### src/drv_cfg_pkg.sv
// constants for the clock output driver configuration registers
package drv_cfg_pkg;
  // ----------------------------------------------------------------
  // register map (printed offsets are indices, byte address is 4x)
  // ----------------------------------------------------------------
  localparam logic [7:0] OUTPUT0_DRIVER_CONTROL_IDX = 8'h1f;
  localparam logic [7:0] OUTPUT1_DRIVER_CONTROL_IDX = 8'h20;
  localparam logic [7:0] OUTPUT0_DRIVER_CONTROL_ADDR = 8'h7c;
  localparam logic [7:0] OUTPUT1_DRIVER_CONTROL_ADDR = 8'h80;
  localparam int NUM_CH = 2;
  // ----------------------------------------------------------------
  // field positions
  // ----------------------------------------------------------------
  localparam int RESERVED_BIT_POS = 7;
  localparam int FMT_LSB = 5;
  localparam int SETTING_A_LSB = 3;
  localparam int SETTING_B_LSB = 1;
  // ----------------------------------------------------------------
  // reset values and writable masks
  // ----------------------------------------------------------------
  localparam logic [7:0] CH0_RESET = 8'hb0;
  localparam logic [7:0] CH1_RESET = 8'h30;
  localparam logic [7:0] CH0_WR_MASK = 8'hfe;
  localparam logic [7:0] CH1_WR_MASK = 8'h7e;
  // ----------------------------------------------------------------
  // encodings
  // ----------------------------------------------------------------
  localparam logic [1:0] FMT_DISABLED = 2'h0;
  localparam logic [1:0] FMT_AC_DIFF = 2'h1;
  localparam logic [1:0] FMT_HCSL = 2'h2;
  localparam logic [1:0] FMT_CMOS = 2'h3;
  localparam logic [1:0] PIN_OFF_TRISTATE = 2'h0;
  localparam logic [1:0] LOAD_TRISTATE = 2'h0;
  localparam logic [4:0] TAIL_MA_0 = 5'h04;
  localparam logic [4:0] TAIL_MA_1 = 5'h06;
  localparam logic [4:0] TAIL_MA_2 = 5'h08;
  localparam logic [4:0] TAIL_MA_3_HCSL = 5'h10;
  localparam logic [4:0] TAIL_MA_3_AC = 5'h08;
  localparam logic [4:0] TAIL_MA_OFF = 5'h00;
  localparam logic [1:0] RESP_OKAY = 2'h0;
  localparam logic [1:0] RESP_SLVERR = 2'h2;
endpackage

### src/drv_regs_if.sv
// carrier between the bus slave and the control register store
`timescale 1ns/1ps
`default_nettype none
interface drv_regs_if;
  logic wr_en;
  logic wr_idx;
  logic [7:0] wr_data;
  logic rd_en;
  logic rd_idx;
  logic [7:0] rd_data;
  logic [7:0] ctl [2];
  modport bus (output wr_en, wr_idx, wr_data, rd_en, rd_idx, input rd_data, ctl);
  modport store (input wr_en, wr_idx, wr_data, rd_en, rd_idx, output rd_data, ctl);
endinterface
`default_nettype wire

### src/drv_ctl_store.sv
// storage for the two driver control registers
`timescale 1ns/1ps
`default_nettype none
module drv_ctl_store (
  // clock and reset
  input wire logic aclk,
  input wire logic aresetn,
  // access port
  drv_regs_if.store regs
);
  logic [7:0] ctl_ff [2];
  logic [7:0] rd_data_ff;
  localparam logic [7:0] RESET_VAL [2] = '{drv_cfg_pkg::CH0_RESET, drv_cfg_pkg::CH1_RESET};
  localparam logic [7:0] WR_MASK [2] = '{drv_cfg_pkg::CH0_WR_MASK, drv_cfg_pkg::CH1_WR_MASK};

  // ----------------------------------------------------------------
  // per channel register
  // ----------------------------------------------------------------
  for (genvar ch = 0; ch < drv_cfg_pkg::NUM_CH; ch++) begin : g_ch
    always_ff @(posedge aclk) begin
      if (!aresetn) begin
        ctl_ff[ch] <= RESET_VAL[ch]; // RULE_02 RULE_03 RULE_05 RULE_06
      end else if (regs.wr_en && (regs.wr_idx == 1'(ch))) begin
        ctl_ff[ch] <= regs.wr_data & WR_MASK[ch]; // RULE_08
      end
    end
    assign regs.ctl[ch] = ctl_ff[ch];
  end

  // ----------------------------------------------------------------
  // registered read port
  // ----------------------------------------------------------------
  always_ff @(posedge aclk) begin
    if (!aresetn) begin
      rd_data_ff <= 8'h00;
    end else if (regs.rd_en) begin
      rd_data_ff <= ctl_ff[regs.rd_idx];
    end
  end
  assign regs.rd_data = rd_data_ff;
endmodule
`default_nettype wire

### src/clk_out_drv_cfg.sv
// axi4-lite register bank driving clock output channels 0 and 1
// Behaviour
// RULE_01: format field selects disabled, AC diff, HCSL, CMOS
// RULE_02: format field resets to AC differential
// RULE_03: CMOS setting A drives true pin, resets two
// RULE_04: differential setting A picks tail current
// RULE_05: setting B: HCSL load or complement pin
// RULE_06: channel 1 mirrors channel 0 independently
// RULE_07: software should write zero to reserved bit
// RULE_08: unused bits read zero, fields read back
//
// Local design decision: the AXI4-Lite interface to the registers.
`timescale 1ns/1ps
`default_nettype none
module clk_out_drv_cfg (
  // clock and reset
  input wire logic aclk,
  input wire logic aresetn,
  // write address channel
  input wire logic [7:0] awaddr,
  input wire logic [2:0] awprot,
  input wire logic awvalid,
  output logic awready,
  // write data channel
  input wire logic [31:0] wdata,
  input wire logic [3:0] wstrb,
  input wire logic wvalid,
  output logic wready,
  // write response channel
  output logic [1:0] bresp,
  output logic bvalid,
  input wire logic bready,
  // read address channel
  input wire logic [7:0] araddr,
  input wire logic [2:0] arprot,
  input wire logic arvalid,
  output logic arready,
  // read data channel
  output logic [31:0] rdata,
  output logic [1:0] rresp,
  output logic rvalid,
  input wire logic rready,
  // analog driver controls, two bits per channel except drv_enable (one bit) and tail_ma (five bits)
  output logic [1:0] drv_enable,
  output logic [3:0] drv_format,
  output logic [9:0] tail_ma,
  output logic [3:0] hcsl_load,
  output logic [3:0] cmos_p_ctl,
  output logic [3:0] cmos_n_ctl
);
  typedef enum logic [1:0] {
    RD_IDLE = 2'b00,
    RD_FETCH = 2'b01,
    RD_RESP = 2'b10
  } rd_state_e;

  drv_regs_if regs ();
  drv_ctl_store u_store (
    .aclk(aclk),
    .aresetn(aresetn),
    .regs(regs.store)
  );

  logic awready_ff, wready_ff, bvalid_ff, arready_ff, rvalid_ff;
  logic aw_held_ff, w_held_ff, rd_mapped_ff;
  logic [7:0] awaddr_ff;
  logic [7:0] wdata_ff;
  logic wstrb0_ff;
  logic [1:0] bresp_ff, rresp_ff;
  logic [31:0] rdata_ff;
  rd_state_e rd_state_ff;
  logic do_write, wr_mapped, ar_take;

  // ----------------------------------------------------------------
  // write path
  // ----------------------------------------------------------------
  assign do_write = aw_held_ff && w_held_ff && !bvalid_ff;
  assign wr_mapped = (awaddr_ff == drv_cfg_pkg::OUTPUT0_DRIVER_CONTROL_ADDR) ||
                     (awaddr_ff == drv_cfg_pkg::OUTPUT1_DRIVER_CONTROL_ADDR);
  assign regs.wr_en = do_write && wr_mapped && wstrb0_ff;
  assign regs.wr_idx = (awaddr_ff == drv_cfg_pkg::OUTPUT1_DRIVER_CONTROL_ADDR);
  assign regs.wr_data = wdata_ff;

  always_ff @(posedge aclk) begin
    if (!aresetn) begin
      awready_ff <= 1'b0;
      aw_held_ff <= 1'b0;
      awaddr_ff <= 8'h00;
    end else if (awvalid && awready_ff) begin
      awready_ff <= 1'b0;
      aw_held_ff <= 1'b1;
      awaddr_ff <= awaddr;
    end else if (do_write) begin
      aw_held_ff <= 1'b0;
    end else if (!aw_held_ff && !bvalid_ff) begin
      awready_ff <= 1'b1;
    end
  end

  always_ff @(posedge aclk) begin
    if (!aresetn) begin
      wready_ff <= 1'b0;
      w_held_ff <= 1'b0;
      wdata_ff <= 8'h00;
      wstrb0_ff <= 1'b0;
    end else if (wvalid && wready_ff) begin
      wready_ff <= 1'b0;
      w_held_ff <= 1'b1;
      wdata_ff <= wdata[7:0];
      wstrb0_ff <= wstrb[0];
    end else if (do_write) begin
      w_held_ff <= 1'b0;
    end else if (!w_held_ff && !bvalid_ff) begin
      wready_ff <= 1'b1;
    end
  end

  always_ff @(posedge aclk) begin
    if (!aresetn) begin
      bvalid_ff <= 1'b0;
      bresp_ff <= drv_cfg_pkg::RESP_OKAY;
    end else if (do_write) begin
      bvalid_ff <= 1'b1;
      bresp_ff <= wr_mapped ? drv_cfg_pkg::RESP_OKAY : drv_cfg_pkg::RESP_SLVERR;
    end else if (bready) begin
      bvalid_ff <= 1'b0;
    end
  end

  // ----------------------------------------------------------------
  // read path
  // ----------------------------------------------------------------
  assign ar_take = arvalid && arready_ff;
  assign regs.rd_en = ar_take;
  assign regs.rd_idx = (araddr == drv_cfg_pkg::OUTPUT1_DRIVER_CONTROL_ADDR);

  always_ff @(posedge aclk) begin
    if (!aresetn) begin
      arready_ff <= 1'b0;
    end else if (ar_take) begin
      arready_ff <= 1'b0;
    end else if (rd_state_ff == RD_IDLE) begin
      arready_ff <= 1'b1;
    end
  end

  always_ff @(posedge aclk) begin
    if (!aresetn) begin
      rd_state_ff <= RD_IDLE;
      rd_mapped_ff <= 1'b0;
      rvalid_ff <= 1'b0;
      rdata_ff <= 32'h0000_0000;
      rresp_ff <= drv_cfg_pkg::RESP_OKAY;
    end else begin
      case (rd_state_ff)
        RD_IDLE: begin
          if (ar_take) begin
            rd_state_ff <= RD_FETCH;
            rd_mapped_ff <= (araddr == drv_cfg_pkg::OUTPUT0_DRIVER_CONTROL_ADDR) ||
                            (araddr == drv_cfg_pkg::OUTPUT1_DRIVER_CONTROL_ADDR);
          end
        end
        RD_FETCH: begin
          rd_state_ff <= RD_RESP;
          rvalid_ff <= 1'b1;
          rdata_ff <= rd_mapped_ff ? {24'h00_0000, regs.rd_data} : 32'h0000_0000; // RULE_08
          rresp_ff <= rd_mapped_ff ? drv_cfg_pkg::RESP_OKAY : drv_cfg_pkg::RESP_SLVERR;
        end
        RD_RESP: begin
          if (rready) begin
            rvalid_ff <= 1'b0;
            rd_state_ff <= RD_IDLE;
          end
        end
        default: begin
          rd_state_ff <= RD_IDLE;
        end
      endcase
    end
  end

  assign awready = awready_ff;
  assign wready = wready_ff;
  assign bvalid = bvalid_ff;
  assign bresp = bresp_ff;
  assign arready = arready_ff;
  assign rvalid = rvalid_ff;
  assign rdata = rdata_ff;
  assign rresp = rresp_ff;

  // ----------------------------------------------------------------
  // driver control decode, one copy per channel
  // ----------------------------------------------------------------
  logic [1:0] fmt [2];
  logic [1:0] set_a [2];
  logic [1:0] set_b [2];

  for (genvar ch = 0; ch < drv_cfg_pkg::NUM_CH; ch++) begin : g_drv
    logic [4:0] nxt_tail;
    assign fmt[ch] = regs.ctl[ch][drv_cfg_pkg::FMT_LSB +: 2];
    assign set_a[ch] = regs.ctl[ch][drv_cfg_pkg::SETTING_A_LSB +: 2];
    assign set_b[ch] = regs.ctl[ch][drv_cfg_pkg::SETTING_B_LSB +: 2];

    always_comb begin
      nxt_tail = drv_cfg_pkg::TAIL_MA_OFF;
      if (fmt[ch] == drv_cfg_pkg::FMT_AC_DIFF || fmt[ch] == drv_cfg_pkg::FMT_HCSL) begin
        case (set_a[ch]) // RULE_04
          2'h0: nxt_tail = drv_cfg_pkg::TAIL_MA_0;
          2'h1: nxt_tail = drv_cfg_pkg::TAIL_MA_1;
          2'h2: nxt_tail = drv_cfg_pkg::TAIL_MA_2;
          default: nxt_tail = (fmt[ch] == drv_cfg_pkg::FMT_HCSL) ?
                              drv_cfg_pkg::TAIL_MA_3_HCSL : drv_cfg_pkg::TAIL_MA_3_AC;
        endcase
      end
    end

    always_ff @(posedge aclk) begin
      if (!aresetn) begin
        drv_enable[ch] <= 1'b0;
        drv_format[2*ch +: 2] <= drv_cfg_pkg::FMT_DISABLED;
        tail_ma[5*ch +: 5] <= drv_cfg_pkg::TAIL_MA_OFF;
        hcsl_load[2*ch +: 2] <= drv_cfg_pkg::LOAD_TRISTATE;
        cmos_p_ctl[2*ch +: 2] <= drv_cfg_pkg::PIN_OFF_TRISTATE;
        cmos_n_ctl[2*ch +: 2] <= drv_cfg_pkg::PIN_OFF_TRISTATE;
      end else begin
        drv_enable[ch] <= (fmt[ch] != drv_cfg_pkg::FMT_DISABLED); // RULE_01 RULE_06
        drv_format[2*ch +: 2] <= fmt[ch]; // RULE_01
        tail_ma[5*ch +: 5] <= nxt_tail; // RULE_04
        hcsl_load[2*ch +: 2] <= (fmt[ch] == drv_cfg_pkg::FMT_HCSL) ?
                                set_b[ch] : drv_cfg_pkg::LOAD_TRISTATE; // RULE_05
        cmos_p_ctl[2*ch +: 2] <= (fmt[ch] == drv_cfg_pkg::FMT_CMOS) ?
                                 set_a[ch] : drv_cfg_pkg::PIN_OFF_TRISTATE; // RULE_03
        cmos_n_ctl[2*ch +: 2] <= (fmt[ch] == drv_cfg_pkg::FMT_CMOS) ?
                                 set_b[ch] : drv_cfg_pkg::PIN_OFF_TRISTATE; // RULE_05
      end
    end
  end

  // ----------------------------------------------------------------
  // checks
  // ----------------------------------------------------------------
  property p_disabled_off; // RULE_01
    @(posedge aclk) disable iff (!aresetn)
      (fmt[0] == drv_cfg_pkg::FMT_DISABLED) |=> !drv_enable[0] && tail_ma[4:0] == 5'h00;
  endproperty
  a_disabled_off: assert property (p_disabled_off) else $error("disabled driver on"); // RULE_01

  property p_reset_fmt; // RULE_02
    @(posedge aclk) $rose(aresetn) |-> fmt[0] == drv_cfg_pkg::FMT_AC_DIFF &&
      fmt[1] == drv_cfg_pkg::FMT_AC_DIFF ##1 drv_enable == 2'b11;
  endproperty
  a_reset_fmt: assert property (p_reset_fmt) else $error("bad format after reset"); // RULE_02

  property p_cmos_p; // RULE_03
    @(posedge aclk) disable iff (!aresetn)
      (fmt[0] == drv_cfg_pkg::FMT_CMOS) |=> cmos_p_ctl[1:0] == $past(set_a[0]);
  endproperty
  a_cmos_p: assert property (p_cmos_p) else $error("true pin control wrong"); // RULE_03

  property p_hcsl_tail; // RULE_04
    @(posedge aclk) disable iff (!aresetn)
      (fmt[1] == drv_cfg_pkg::FMT_HCSL && set_a[1] == 2'h3) |=> tail_ma[9:5] == 5'h10;
  endproperty
  a_hcsl_tail: assert property (p_hcsl_tail) else $error("hcsl tail not 16 mA"); // RULE_04

  property p_load; // RULE_05
    @(posedge aclk) disable iff (!aresetn)
      (fmt[0] == drv_cfg_pkg::FMT_HCSL) |=> hcsl_load[1:0] == $past(set_b[0]) &&
      cmos_n_ctl[1:0] == 2'h0;
  endproperty
  a_load: assert property (p_load) else $error("hcsl load wrong"); // RULE_05

  property p_ch1_reset; // RULE_06
    @(posedge aclk) $rose(aresetn) |-> set_a[1] == 2'h2 && set_b[1] == 2'h0 &&
      set_a[0] == 2'h2;
  endproperty
  a_ch1_reset: assert property (p_ch1_reset) else $error("setting reset value wrong"); // RULE_06

  property p_read_zero; // RULE_08
    @(posedge aclk) disable iff (!aresetn)
      $rose(rvalid_ff) |-> rdata_ff[0] == 1'b0 && rdata_ff[31:8] == 24'h00_0000;
  endproperty
  a_read_zero: assert property (p_read_zero) else $error("unused read bits not zero"); // RULE_08

  property p_write_back; // RULE_08
    @(posedge aclk) disable iff (!aresetn)
      regs.wr_en && !regs.wr_idx |=> regs.ctl[0] == ($past(regs.wr_data) & 8'hfe);
  endproperty
  a_write_back: assert property (p_write_back) else $error("write did not store"); // RULE_08
endmodule
`default_nettype wire

### config.mk
export PLATFORM = sky130hd
export DESIGN_NAME = clk_out_drv_cfg
export DESIGN_NICKNAME = d
export VERILOG_FILES = /design/src/drv_cfg_pkg.sv /design/src/drv_regs_if.sv /design/src/drv_ctl_store.sv /design/src/clk_out_drv_cfg.sv
export SDC_FILE = /design/constraint.sdc
export NUM_CORES = 1
export LEC_CHECK = 0
export BUFFER_PORTS_ARGS = -buffer_cell sky130_fd_sc_hd__buf_4
export CAP_MARGIN = 20
export CORE_UTILIZATION = 43
export DETAILED_ROUTE_END_ITERATION = 10
export PLACE_DENSITY = 0.81
export SLEW_MARGIN = 20
export SYNTH_ARGS = -nofsm -noshare
export SYNTH_HDL_FRONTEND = slang
export SYNTH_SLANG_ARGS = --single-unit
### constraint.sdc
create_clock -name aclk -period 1.8 [get_ports aclk]
set_input_delay 0.18 -clock aclk [delete_from_list [all_inputs] [get_ports aclk]]
set_output_delay 0.18 -clock aclk [all_outputs]
set_load 0.005 [all_outputs]
# --- Yosys cells after proc, flatten, opt, wreduce, memory -nomap -nowiden ---
# Memories as Yosys holds them, arrays and structs flattened. A register that Yosys moved wholly into a read port is not among the register bits.
# Cells that the tools add are included.
totals:
  register_bits: 99
  ramBits: 14
  input_bits: 65
  output_inout_bits: 69
  elab_cells: 120
  n_memories: 1
memory_table:
  columns: ["memory", "depth", "word_bits", "read_ports", "rd_ports_with_merged_regs", "wr", "line_no", "text"]
  rows:
  - ["u_store.ctl_ff", 2, 7, 3, 1, 2, "drv_ctl_store.sv:11", "logic [7:0] ctl_ff [2];"]
op_classes:
  n_eq_ne: 18
  mux: 26
  bitwise_logic: 5
  n_reduce_logical: 42
op_table:
  columns: ["op", "n"]
  rows:
  - ["5-bit case mux with 3 select lines", 2]
  - ["2-bit AND reduction", 11]
  - ["8-bit by 7-bit equality test with 1-bit output, second input constant", 2]
  - ["8-bit equality test, second input constant", 2]
  - ["2-bit equality test, second input constant", 7]
  - ["7-bit 2-to-1 mux", 2]
  - ["1-bit 2-to-1 mux", 13]
  - ["2-bit nonzero test", 6]
  - ["1-bit logical AND", 11]
  - ["2-bit by 1-bit equality test with 1-bit output, second input constant", 5]
  - ["5-bit 2-to-1 mux", 2]
  - ["2-bit 2-to-1 mux", 4]
  - ["8-bit 2-to-1 mux", 1]
  - ["2-bit logical NOT", 3]
  - ["2-bit case mux with 3 select lines", 1]
  - ["2-bit OR reduction", 3]
  - ["1-bit logical NOT", 4]
  - ["1-bit logical OR", 4]
  - ["2-bit inequality test, second input constant", 2]
  - ["1-bit NOT", 3]
  - ["1-bit OR", 2]
  - ["1-bit case mux with 2 select lines", 1]

# --- Depth between registers and ports, before layout ---
# Gate-level depths: netlist of run 1.
logic_depth:
  depth_word: 9
  depth_mapped: 5
  mapped_depth_nobuf: 5

# --- By module ---
# A second synthesis of run 1 with hierarchy kept.
hier_totals:
  cells_unflattened: 341
  area_unflattened_um2: 3422.0
by_module_without_submodules:
  columns: ["module", "n_inst", "cells_per_inst", "area_per_inst_um2", "seq_area_each_um2"]
  rows:
  - ["clk_out_drv_cfg", 1, 273, 2571.2, 1261.2]
  - ["drv_ctl_store", 1, 68, 850.8, 530.5]

# --- Worst setup path before layout of run 1 ---
# No wires, ideal clock.
synth_path:
  path_type: "register to register"
  from: "register bvalid_ff (netlist: bvalid)"
  to: "memory u_store.ctl_ff[0][0] (netlist name) (enable)"
  setup_ps: 381
  arrival_time_ps: 1471
  t_required_ps: 1419
  slack_ps: -52
  path_stages_with_launch: 5
  path_buffers: 0
  synth_period_minus_slack_ps: 1852
  cell_sequence: "dfxtp_1 nand3b_1 nor3_1 nand2_1 o21ai_0"
synth_lines:
  columns: ["element", "line_no", "text"]
  rows:
  - ["start, declared", "clk_out_drv_cfg.sv:64", "logic awready_ff, wready_ff, bvalid_ff, arready_ff, rvalid_ff;"]
  - ["start signal, assigned", "clk_out_drv_cfg.sv:120", "bvalid_ff <= 1'b0;"]
  - ["start signal, assigned", "clk_out_drv_cfg.sv:123", "bvalid_ff <= 1'b1;"]
  - ["start signal, assigned", "clk_out_drv_cfg.sv:126", "bvalid_ff <= 1'b0;"]
  - ["end, declared", "drv_ctl_store.sv:11", null]

==> impl_metrics.tcl, run 1 <==
set metrics [dict create \
    holdBufCountCts 0 \
    syn-mean-instance-area_um2 9.91 \
    post_synth_num_cell_types 36 \
    buffer_ports.inserted 70 \
    routed_wirelength_mm 6.03 \
    worst-r2r-setup-slack_ns 0.20 \
    timing.hold.worst.class "in2reg" \
    insertedDiodeCount 0 \
    power_report.internal_total_mw 2.80 \
    cts_num_sinks 81 \
    holdPathEnd "bvalid$_SDFFE_PN0P_" \
    die_w_um 89.3 \
    slew_headroom_pct 58.3 \
    grt_setup_unrepaired "no" \
    net_switching_fraction_of_the_power_pct 23.1 \
    hold_start "bready" \
    ctsLongestPathBuffers 2 \
    grt_first_pass_wirelength_mm 9.28 \
    synth_mux_area_share_pct 1.83 \
    r2r_start "bvalid$_SDFFE_PN0P_" \
    cts_root_buf "sky130_fd_sc_hd__clkbuf_8" \
    power.density_mw_per_mm2 912 \
    globalplace.congestion 0.760 \
    cp.required_ns 1.90 \
    dominant_combinational_cell_family_by_area_after_synthesis "simple AND/OR/NAND/NOR gates" \
    first_global_vias 2057 \
    fraction_of_power_consumed_by_sequential_logic_pct 53.7 \
    num_io_pins 134 \
    synth_top_cells_by_area "sky130_fd_sc_hd__dfxtp_1 (42%), sky130_fd_sc_hd__edfxtp_1 (12%), sky130_fd_sc_hd__buf_4 (6.6%), sky130_fd_sc_hd__a21boi_0 (6.0%), sky130_fd_sc_hd__nand3_1 (4.4%)" \
    finalCritPeriodShare_pct 89.1 \
    period_minus_slack_ns 1.60 \
    setup_violations 0 \
    synth_enable_flop_cells 13 \
    share_of_final_layout_standard_cells_stronger_than_drive_strength_1_pct 23.2 \
    cp_cell_sequence "nand3b_1 > nor3_2 > buf_4 > nand3_1 > or3_1" \
    firstDrtPassIters 4 \
    vias 2360 \
    finalHoldViolations 0 \
    drc 0 \
    clock_power_share_pct 39.0 \
    drt.antenna.violating_nets 0 \
    comb_power_share_pct 7.3 \
    critical_path_class "reg2reg" \
    clock_skew_ns 0.00783 \
    yosys.area.top_type "sky130_fd_sc_hd__dfxtp_1" \
    grt_use_total_pct 15.8 \
    netSwitchingPower_uw 842 \
    post_synth_instance_area_mm2 0.00328 \
    rr_endpoint "u_store.ctl_ff[1][3]$_SDFFCE_PN1P_" \
    synth_xor_xnor_area_share_pct 0 \
    die_y_um 89.3 \
    synth.ff_latch_count 81 \
    timing.setup.tns_ns 0 \
    floorplan.core_area_mm2 0.00733 \
    route.detailed.vias_per_inst 4.68 \
    complex_gate_fraction_of_the_synthesized_area_pct 11.2 \
    finalPower_mw 3.65 \
    tritoncts "built" \
    irDropWorstVdd_mv 0.448 \
    cp.arrival_ns 1.70 \
    synth_cells 331 \
    die_area_mm2 0.00798 \
    fmax_mhz 624 \
    layout.cells.most_common_list "sky130_fd_sc_hd__buf_4 (74), sky130_fd_sc_hd__dfxtp_1 (68), sky130_fd_sc_hd__nand2_1 (36), sky130_fd_sc_hd__nand3_1 (29), sky130_fd_sc_hd__conb_1 (29)" \
    most_common_cell_after_layout_fill_and_taps_aside "sky130_fd_sc_hd__buf_4" \
    critical_path.max_fanout 7 \
    post_drt_wl_per_cell_um 12.0 \
    async_reset_ff_share_pct 0 \
    detail_route.iter0.violations 101 \
    clock_transition_time_at_the_flip_flop_clock_pins_of_the_worst_setup_and_hold_paths_ns 0.08 \
    worst_r2r_path_depth 5 \
    outcome "finished, final reports clean" \
    tritoncts.num_buffers 9 \
    worstMarginPinSlew_ns 0.625 \
    synth_ff_type "sky130_fd_sc_hd__dfxtp_1" \
    whs_path_depth 3 \
    cp_slowest_cell "sky130_fd_sc_hd__dfxtp_1" \
    synthesis.yosys.warnings 0 \
    nets 471 \
    gr-total-overflow 0 \
    clock_tree.htree_level_count 3 \
    worst_setup_path_start_kind "flop" \
    post_synth_fa_ha_maj_area_fraction_pct 2.29 \
    drv.max_cap_violation_count 0 \
    yosys.area.top_type_share_pct 41.5 \
    timing.final.max_slew_violations 0 \
    number_of_antenna_violations_at_the_first_check_in_global_routing 0 \
    worst_skew_pair.late_latency_ns 0.36 \
    leak_nw 1.81 \
    synth-simple-area-share_pct 21.4 \
    initial_utilization_pct 44.7 \
    cpPeakStageDelay_ns 0.37 \
    grt_max_degree 45 \
    cp_capture_type "flop" \
    area.growth.synth_to_final_pct 22.0 \
    rows 31 \
    dp_hpwl_mm 4.41 \
    synth-seq-area-share_pct 53.4 \
]
[cell families (layout without fill, tap and decap cells)]
kind of cell               after synthesis  count (layout)
AOI/OAI and AO/OA                       56              56
adders and majority gates                6               6
buffers and inverters                   52              98
DFF                                     81              81
muxes                                    6               6
other                                    1              29
and+or+nand+nor                        129             129
[power by group through the flow]
stage	combinational, mW	clock, mW	sequential [mW]
global placement	0.257	0	2.00
floorplan	0.202	0	1.98
detailed placement	0.265	0	2.00
global route	0.301	1.52	1.97
finish	0.265	1.42	1.96
CTS	0.266	1.45	1.96
[sequential cells by signal, summed over array words and instances, names as in the netlist, 7 cells and up]
name,cells
tail_ma,8
rdata,7
u_store.ctl_ff,13
u_store.regs.rd_data,7
regs.wr_data,7
awaddr_ff,8
[cell usage after synthesis, types with 7 or more instances]
library cell / n
sky130_fd_sc_hd__and2_1: 7
sky130_fd_sc_hd__buf_4: 29
sky130_fd_sc_hd__inv_1: 8
sky130_fd_sc_hd__a21oi_1: 10
sky130_fd_sc_hd__o21ai_0: 13
sky130_fd_sc_hd__nand3_1: 29
sky130_fd_sc_hd__edfxtp_1: 13
sky130_fd_sc_hd__clkbuf_1: 11
sky130_fd_sc_hd__a21boi_0: 26
sky130_fd_sc_hd__and3_1: 22
sky130_fd_sc_hd__dfxtp_1: 68
sky130_fd_sc_hd__nand2_1: 36
[metal layers]
metal / GRT usage [%] / vias to the layer above / share of wire (%)
met4: 8.37 / 0 / 2.4
met1: 17.9 / 1051 / 44
li1: - / 1220 / -
met2: 27.2 / 74 / 48
met3: 4.43 / 15 / 5.6
met5: 0 / - / 0
[critical path, delay by kind of cell (launching register included)]
family                 cells  cell delay [ns]
and+or+nand+nor            4             0.84
buffers and inverters      1             0.14
DFF                        1             0.37
[area by class of cell]
type / count / area [um2]
clock buffer: 11 / 163
clock inverter: 5 / 58.8
fill: 675 / 3330
inverter: 8 / 30.0
multi-input combinational: 226 / 1320
sequential: 81 / 1750
tap: 99 / 124
timing repair buffer: 74 / 556
[what timing repair did]
action	CTS	global route
resized for setup	0	1
setup endpoints to repair	0	1
buffers inserted	0	0
[worst max-delay path by stage]
stage	startpoint	end	slack, ns	cells past startpoint
finish	bvalid$_SDFFE_PN0P_	u_store.ctl_ff[1][3]$_SDFFCE_PN1P_	0.20	5
global route	bvalid$_SDFFE_PN0P_	u_store.ctl_ff[1][3]$_SDFFCE_PN1P_	0.06	5
CTS	bvalid$_SDFFE_PN0P_	u_store.ctl_ff[1][3]$_SDFFCE_PN1P_	0.14	5
detailed placement	bvalid$_SDFFE_PN0P_	u_store.ctl_ff[0][6]$_SDFFCE_PN1P_	0.15	5
global placement	bvalid$_SDFFE_PN0P_	u_store.ctl_ff[0][3]$_SDFFCE_PN1P_	0.17	5
floorplan	bvalid$_SDFFE_PN0P_	u_store.ctl_ff[1][0]$_SDFFCE_PN0P_	0.01	4
[per-stage QoR]
step           cell area (um2)  util (%)  hold WS, ns  instances  worst slack (ns)
6_report                  4000      54.6       0.0858        504             0.196
4_1_cts                   4000      54.5       0.0792        504             0.143
5_1_grt                   4000      54.6       0.0864        504            0.0575
3_5_place_dp              3770      51.5        0.456        488             0.155
3_3_place_gp              3770      51.5        0.447        488             0.173
2_1_floorplan             3380         -        0.336        359            0.0147
No activity file was read; power rests on OpenSTA's default activity.
==> inputs of run 2 (changes only) <==
Settings changed: REMOVE_ABC_BUFFERS set to 1.
==> run 2 against run 1 <==
Effect of this change:
- worst setup slack got worse by 0.038 ns
- largest power group unchanged
- critical path depth is the same
- critical path type unchanged
- clock-buffer cell count stayed put
- sequential power is essentially flat
- utilization shrank 0.29 points
- via count grew 2.2%
- design area shrank 0.53%
- wire length fell by 1.3%
- combinational power barely moved
- global-route usage down 0.052 points
- clock power fell by 8%
- flip-flop and latch count unchanged
==> impl_metrics.tcl, run 2 (synthesis gave the netlist of run 1 again) <==
set metrics [dict create \
    dp_hpwl_mm 4.46 \
    setup_violations 0 \
    ctsLongestPathBuffers 2 \
    timing.hold.worst.class "in2reg" \
    worst_setup_path_start_kind "flop" \
    grt_first_pass_wirelength_mm 9.52 \
    tritoncts "built" \
    largest_registers "u_store.ctl_ff: 13 flops, awaddr_ff: 8 flops, tail_ma: 8 flops" \
    outcome "finished, final reports clean" \
    fillerInstances 668 \
    tritoncts.num_buffers 9 \
    die_w_um 89.3 \
    post_drt_wl_per_cell_um 11.8 \
    route.detailed.vias_per_inst 4.79 \
    critical_path_class "reg2reg" \
    slew_headroom_pct 63.4 \
    drc 0 \
    grt_use_total_pct 15.8 \
    finalHoldViolations 0 \
    irDropWorstVdd_mv 0.461 \
    timing.final.max_slew_violations 0 \
    routed_wirelength_mm 5.95 \
    power.density_mw_per_mm2 886 \
    nets 471 \
    cts_num_sinks 81 \
    share_of_final_layout_standard_cells_stronger_than_drive_strength_1_pct 23.0 \
    vias 2413 \
    period_minus_slack_ns 1.64 \
    critical_path.max_fanout 7 \
    most_common_cell_after_layout_fill_and_taps_aside "sky130_fd_sc_hd__buf_4" \
    largest_register_ff_count 13 \
    fin_util_pct 54.3 \
    postCtsResizedCells 0 \
    firstDrtPassIters 4 \
    gr-total-overflow 0 \
    finalCritPeriodShare_pct 91.2 \
    cp.arrival_ns 1.74 \
    area.growth.synth_to_final_pct 21.3 \
    globalplace.congestion 0.762 \
    worstMarginPinSlew_ns 0.548 \
    postCtsSetupRepairBufs 0 \
    cp.required_ns 1.90 \
    cts_root_buf "sky130_fd_sc_hd__clkbuf_8" \
    clock_transition_time_at_the_flip_flop_clock_pins_of_the_worst_setup_and_hold_paths_ns 0.08 \
    initial_utilization_pct 44.7 \
    multi_input_comb_area_mm2 0.00131 \
    fmax_mhz 609 \
    seq_area_mm2 0.00175 \
    number_of_antenna_violations_at_the_first_check_in_global_routing 0 \
    finalPower_mw 3.53 \
    drv.max_cap_violation_count 0 \
    die_y_um 89.3 \
    clock_skew_ns 0.00767 \
    clock_tree.htree_level_count 3 \
    holdBufCountCts 0 \
    drt.antenna.violating_nets 0 \
    worst_skew_pair.late_latency_ns 0.35 \
    grt_setup_unrepaired "no" \
    layout.cells.most_common_list "sky130_fd_sc_hd__buf_4 (74), sky130_fd_sc_hd__dfxtp_1 (68), sky130_fd_sc_hd__nand2_1 (36), sky130_fd_sc_hd__nand3_1 (29), sky130_fd_sc_hd__conb_1 (29)" \
    grt_max_degree 42 \
    rows 31 \
    max_flop_register "u_store.ctl_ff" \
    detail_route.iter0.violations 63 \
    die_area_mm2 0.00798 \
    first_global_vias 2126 \
    insertedDiodeCount 0 \
    buffer_ports.inserted 70 \
    floorplan.core_area_mm2 0.00733 \
    leak_nw 1.79 \
    num_io_pins 134 \
    cp_capture_type "flop" \
]
## run 2: changes by cell type in the layout (fill, tap and decap cells not counted), sizes merged
| cell | before | now |
|---|---|---|
| bufinv | 1 | 0 |
| clkinvlp | 0 | 1 |
## run 2: path summary, 6_finish.rpt
path	from	end	slack, ns	cells after the start
worst max register to register	bvalid$_SDFFE_PN0P_	u_store.ctl_ff[0][4]$_SDFFCE_PN1P_	0.16	5
worst max-delay path	bvalid$_SDFFE_PN0P_	u_store.ctl_ff[0][4]$_SDFFCE_PN1P_	0.16	5
worst min-delay path	bready	bvalid$_SDFFE_PN0P_	0.10	3
worst min register to register	u_store.regs.rd_data[7]$_SDFFE_PN0P_	u_store.regs.rd_data[7]$_SDFFE_PN0P_	0.47	2
## run 2: power by group
group | switching (mW) | total, mW | leakage (nW) | internal [mW]
clock | 0.669 | 1.31 | 0.102 | 0.637
sequential | 0.0562 | 1.96 | 0.672 | 1.90
combinational | 0.127 | 0.262 | 1.02 | 0.135
## run 2: layout make-up
cell class | count | share of cell area (%)
flip-flops and latches | 81 | 44.0
repair buffers | 74 | 14.0
inverters | 8 | 0.755
multi-input cells | 226 | 33.0
clock buffers | 11 | 4.09
well taps | 99 | 3.11
clock inverters | 5 | 1.07
## run 2: worst max-delay path, stage by stage (launching register included)
cell,delay [ns]
sky130_fd_sc_hd__dfxtp_1,0.36
sky130_fd_sc_hd__nand3b_1,0.22
sky130_fd_sc_hd__nor3_1,0.17
sky130_fd_sc_hd__buf_4,0.16
sky130_fd_sc_hd__nand3_1,0.14
sky130_fd_sc_hd__or3_1,0.35
## run 2: layer usage
layer / share of wire, % / up-vias / GRT usage (%)
met3: 5.0 / 9 / 4.80
met4: 1.1 / 0 / 5.77
li1: - / 1222 / -
met5: 0 / - / 0
met2: 49 / 81 / 26.6
met1: 44 / 1101 / 19.1
## run 2: stage by stage
step                      instance area, um2  hold WS (ns)  worst slack, ns  std cells  TNS (ns)
after floorplan                         3090         0.298          -0.0518        315    -0.363
after global placement                  3770         0.451            0.212        488         0
after detailed placement                3770         0.453            0.186        488         0
after CTS                               3980        0.0897            0.156        504         0
after global routing                    3980         0.105           0.0720        504         0
final                                   3980         0.101            0.158        504         0
==> inputs of run 3 (changes only) <==
Settings changed: ABC_AREA set to 1, BUFFER_PORTS_ARGS -buffer_cell sky130_fd_sc_hd__buf_4 to not set, CORE_UTILIZATION 43 to 45, DONT_BUFFER_PORTS set to 1, PLACE_DENSITY 0.81 to 0.68.
==> run 3 against run 2 <==
Effect of this change:
- critical path depth did not move
- register-to-register slack improved by 0.18 ns
- maximum frequency rose by 12%
- non-clock buffer count fell by 64
==> impl_metrics.tcl, run 3 <==
set metrics [dict create \
    nets 464 \
    grt_use_total_pct 16.2 \
    detail_route.iter0.violations 89 \
    dp_hpwl_mm 4.02 \
    critical_path_class "reg2reg" \
    firstDrtPassIters 4 \
    clock_tree.htree_level_count 3 \
    synth_most_common_cell "sky130_fd_sc_hd__dfxtp_1" \
    synthesis.yosys.warnings 0 \
    grt_setup_unrepaired "no" \
    fillerInstances 674 \
    synth_top_cells_by_area "sky130_fd_sc_hd__dfxtp_1 (42%), sky130_fd_sc_hd__edfxtp_1 (12%), sky130_fd_sc_hd__buf_4 (6.9%), sky130_fd_sc_hd__nor2_1 (6.6%), sky130_fd_sc_hd__nand2_1 (6.5%)" \
    finalCritPeriodShare_pct 81.2 \
    worstMarginPinSlew_ns 0.895 \
    post_synth_num_cell_types 24 \
    yosys.area.top_type "sky130_fd_sc_hd__dfxtp_1" \
    syn-mean-instance-area_um2 8.47 \
    initial_utilization_pct 47.2 \
    cp.required_ns 1.82 \
    grt_max_degree 29 \
    cts_root_buf "sky130_fd_sc_hd__clkbuf_8" \
    holdPathEnd "wstrb0_ff$_SDFFE_PN0P_" \
    period_minus_slack_ns 1.46 \
    synth_ff_type "sky130_fd_sc_hd__dfxtp_1" \
    irDropWorstVdd_mv 0.589 \
    route.detailed.vias_per_inst 4.56 \
    drt.antenna.violating_nets 0 \
    die_y_um 86.9 \
    num_io_pins 134 \
    timing.final.max_slew_violations 0 \
    largest_registers "u_store.ctl_ff: 13 flops, awaddr_ff: 8 flops, tail_ma: 8 flops" \
    worst_setup_path_start_kind "flop" \
    area.growth.synth_to_final_pct 8.60 \
    r2r_start "awaddr_ff[0]$_SDFFE_PN0P_" \
    async_reset_ff_share_pct 0 \
    die_w_um 86.9 \
    clock_skew_ns 0.00792 \
    synth.ff_latch_count 81 \
    finalHoldViolations 0 \
    post_drt_wl_per_cell_um 11.4 \
    postCtsSetupRepairBufs 0 \
    layout.cells.most_common_list "sky130_fd_sc_hd__dfxtp_1 (68), sky130_fd_sc_hd__nor2_1 (57), sky130_fd_sc_hd__nand2_1 (56), sky130_fd_sc_hd__inv_1 (48), sky130_fd_sc_hd__conb_1 (29)" \
    vias 2253 \
    max_flop_register "u_store.ctl_ff" \
    synth-seq-area-share_pct 54.0 \
    rr_endpoint "u_store.ctl_ff[0][6]$_SDFFCE_PN1P_" \
    timing.hold.worst.class "in2reg" \
    drv.max_cap_violation_count 0 \
    clock_transition_time_at_the_flip_flop_clock_pins_of_the_worst_setup_and_hold_paths_ns 0.08 \
    insertedDiodeCount 0 \
    rows 30 \
    die_area_mm2 0.00755 \
    fmax_mhz 684 \
    worst-r2r-setup-slack_ns 0.34 \
    ctsLongestPathBuffers 2 \
    outcome "finished, final reports clean" \
    tritoncts.num_buffers 9 \
    worst_r2r_path_depth 5 \
    leak_nw 1.57 \
    buffer_ports.inserted 0 \
    cp_capture_type "flop" \
    drc 0 \
    hold_start "wstrb[0]" \
    routed_wirelength_mm 5.61 \
    share_of_final_layout_standard_cells_stronger_than_drive_strength_1_pct 8.04 \
    setup_violations 0 \
    critical_path.max_fanout 7 \
    synth_cells 383 \
    power.density_mw_per_mm2 1010 \
    cts_num_sinks 81 \
    post_synth_instance_area_mm2 0.00324 \
    finalPower_mw 3.55 \
    first_global_vias 2144 \
    floorplan.core_area_mm2 0.00687 \
    number_of_antenna_violations_at_the_first_check_in_global_routing 0 \
    fin_util_pct 51.3 \
    slew_headroom_pct 40.1 \
    timing.setup.tns_ns 0 \
    grt_first_pass_wirelength_mm 9.25 \
    tritoncts "built" \
    synth.cells.most_frequent "sky130_fd_sc_hd__dfxtp_1 (68), sky130_fd_sc_hd__nor2_1 (57), sky130_fd_sc_hd__nand2_1 (56)" \
    globalplace.congestion 0.728 \
    worst_skew_pair.late_latency_ns 0.34 \
    whs_path_depth 2 \
    largest_register_ff_count 13 \
    yosys.area.top_type_share_pct 42.0 \
    gr-total-overflow 0 \
    most_common_cell_after_layout_fill_and_taps_aside "sky130_fd_sc_hd__dfxtp_1" \
    cp.arrival_ns 1.48 \
    synth_enable_flop_cells 13 \
]
run 3: per-stage QoR:
stage               instance area (um2)  hold WS, ns  cells  setup WS [ns]
global route                       3520      0.00799    494          0.193
floorplan                          3080        0.278    372          0.516
detailed placement                 3220        0.296    470          0.348
finish                             3520       0.0153    494          0.338
CTS                                3520      0.00371    494          0.329
global placement                   3220        0.291    470          0.366
run 3: logic make-up after synthesis:
kind of cell	after synthesis	synth area share, %
AND/OR/NAND/NOR	158	22.0
AO/OA/AOI/OAI	48	7.52
buffers and inverters	89	14.0
other	1	0.116
flip-flops	81	54.0
adder cells (fa/ha/maj)	6	2.31
run 3: worst max path at each step:
stage / from / end / slack (ns) / depth (start not counted)
final: awaddr_ff[0]$_SDFFE_PN0P_ / u_store.ctl_ff[0][6]$_SDFFCE_PN1P_ / 0.34 / 5
after global routing: awaddr_ff[6]$_SDFFE_PN0P_ / u_store.ctl_ff[0][3]$_SDFFCE_PN1P_ / 0.19 / 6
after CTS: awaddr_ff[0]$_SDFFE_PN0P_ / u_store.ctl_ff[0][6]$_SDFFCE_PN1P_ / 0.33 / 5
after detailed placement: awaddr_ff[0]$_SDFFE_PN0P_ / u_store.ctl_ff[0][2]$_SDFFCE_PN0P_ / 0.35 / 5
after global placement: awaddr_ff[0]$_SDFFE_PN0P_ / u_store.ctl_ff[0][0]$_SDFFCE_PN0P_ / 0.37 / 5
after floorplan: awaddr_ff[0]$_SDFFE_PN0P_ / u_store.ctl_ff[0][0]$_SDFFCE_PN0P_ / 0.52 / 5
run 3: report_power, final:
group | leakage [nW] | switching (mW) | internal [mW]
Combinational | 0.783 | 0.147 | 0.0740
Sequential | 0.673 | 0.0438 | 1.91
Clock | 0.118 | 0.624 | 0.755
run 3: final cells by class:
class                   instances  area (um2)  area share (%)
clock buffers                  12         199            5.65
clock inverters                 4        27.5           0.781
inverters                      50         188            5.33
multi-input cells             241        1140            32.4
flip-flops and latches         81        1750            49.7
well taps                      96         120            3.41
repair buffers                 10        95.1            2.70
run 3: repair_timing:
item / CTS / global route
gates resized for setup: 0 / 0
hold buffers: 8 / 0
setup endpoints to repair: 0 / 0
hold endpoints to repair: 32 / 0
run 3: critical path, cell delays in order, from the launching register on:
cell                      delay, ns
sky130_fd_sc_hd__dfxtp_1       0.32
sky130_fd_sc_hd__nor2_2        0.12
sky130_fd_sc_hd__nand2_1       0.08
sky130_fd_sc_hd__nor2_2        0.12
sky130_fd_sc_hd__nand4_2       0.19
sky130_fd_sc_hd__nand2_1       0.30
run 3: metal layers:
layer	vias up	share of wire, %	global-route usage (%)
li1	1169	-	-
met1	1002	41	17.5
met2	74	50	28.6
met3	8	8.1	7.30
met4	0	1.1	4.70
met5	-	0	0
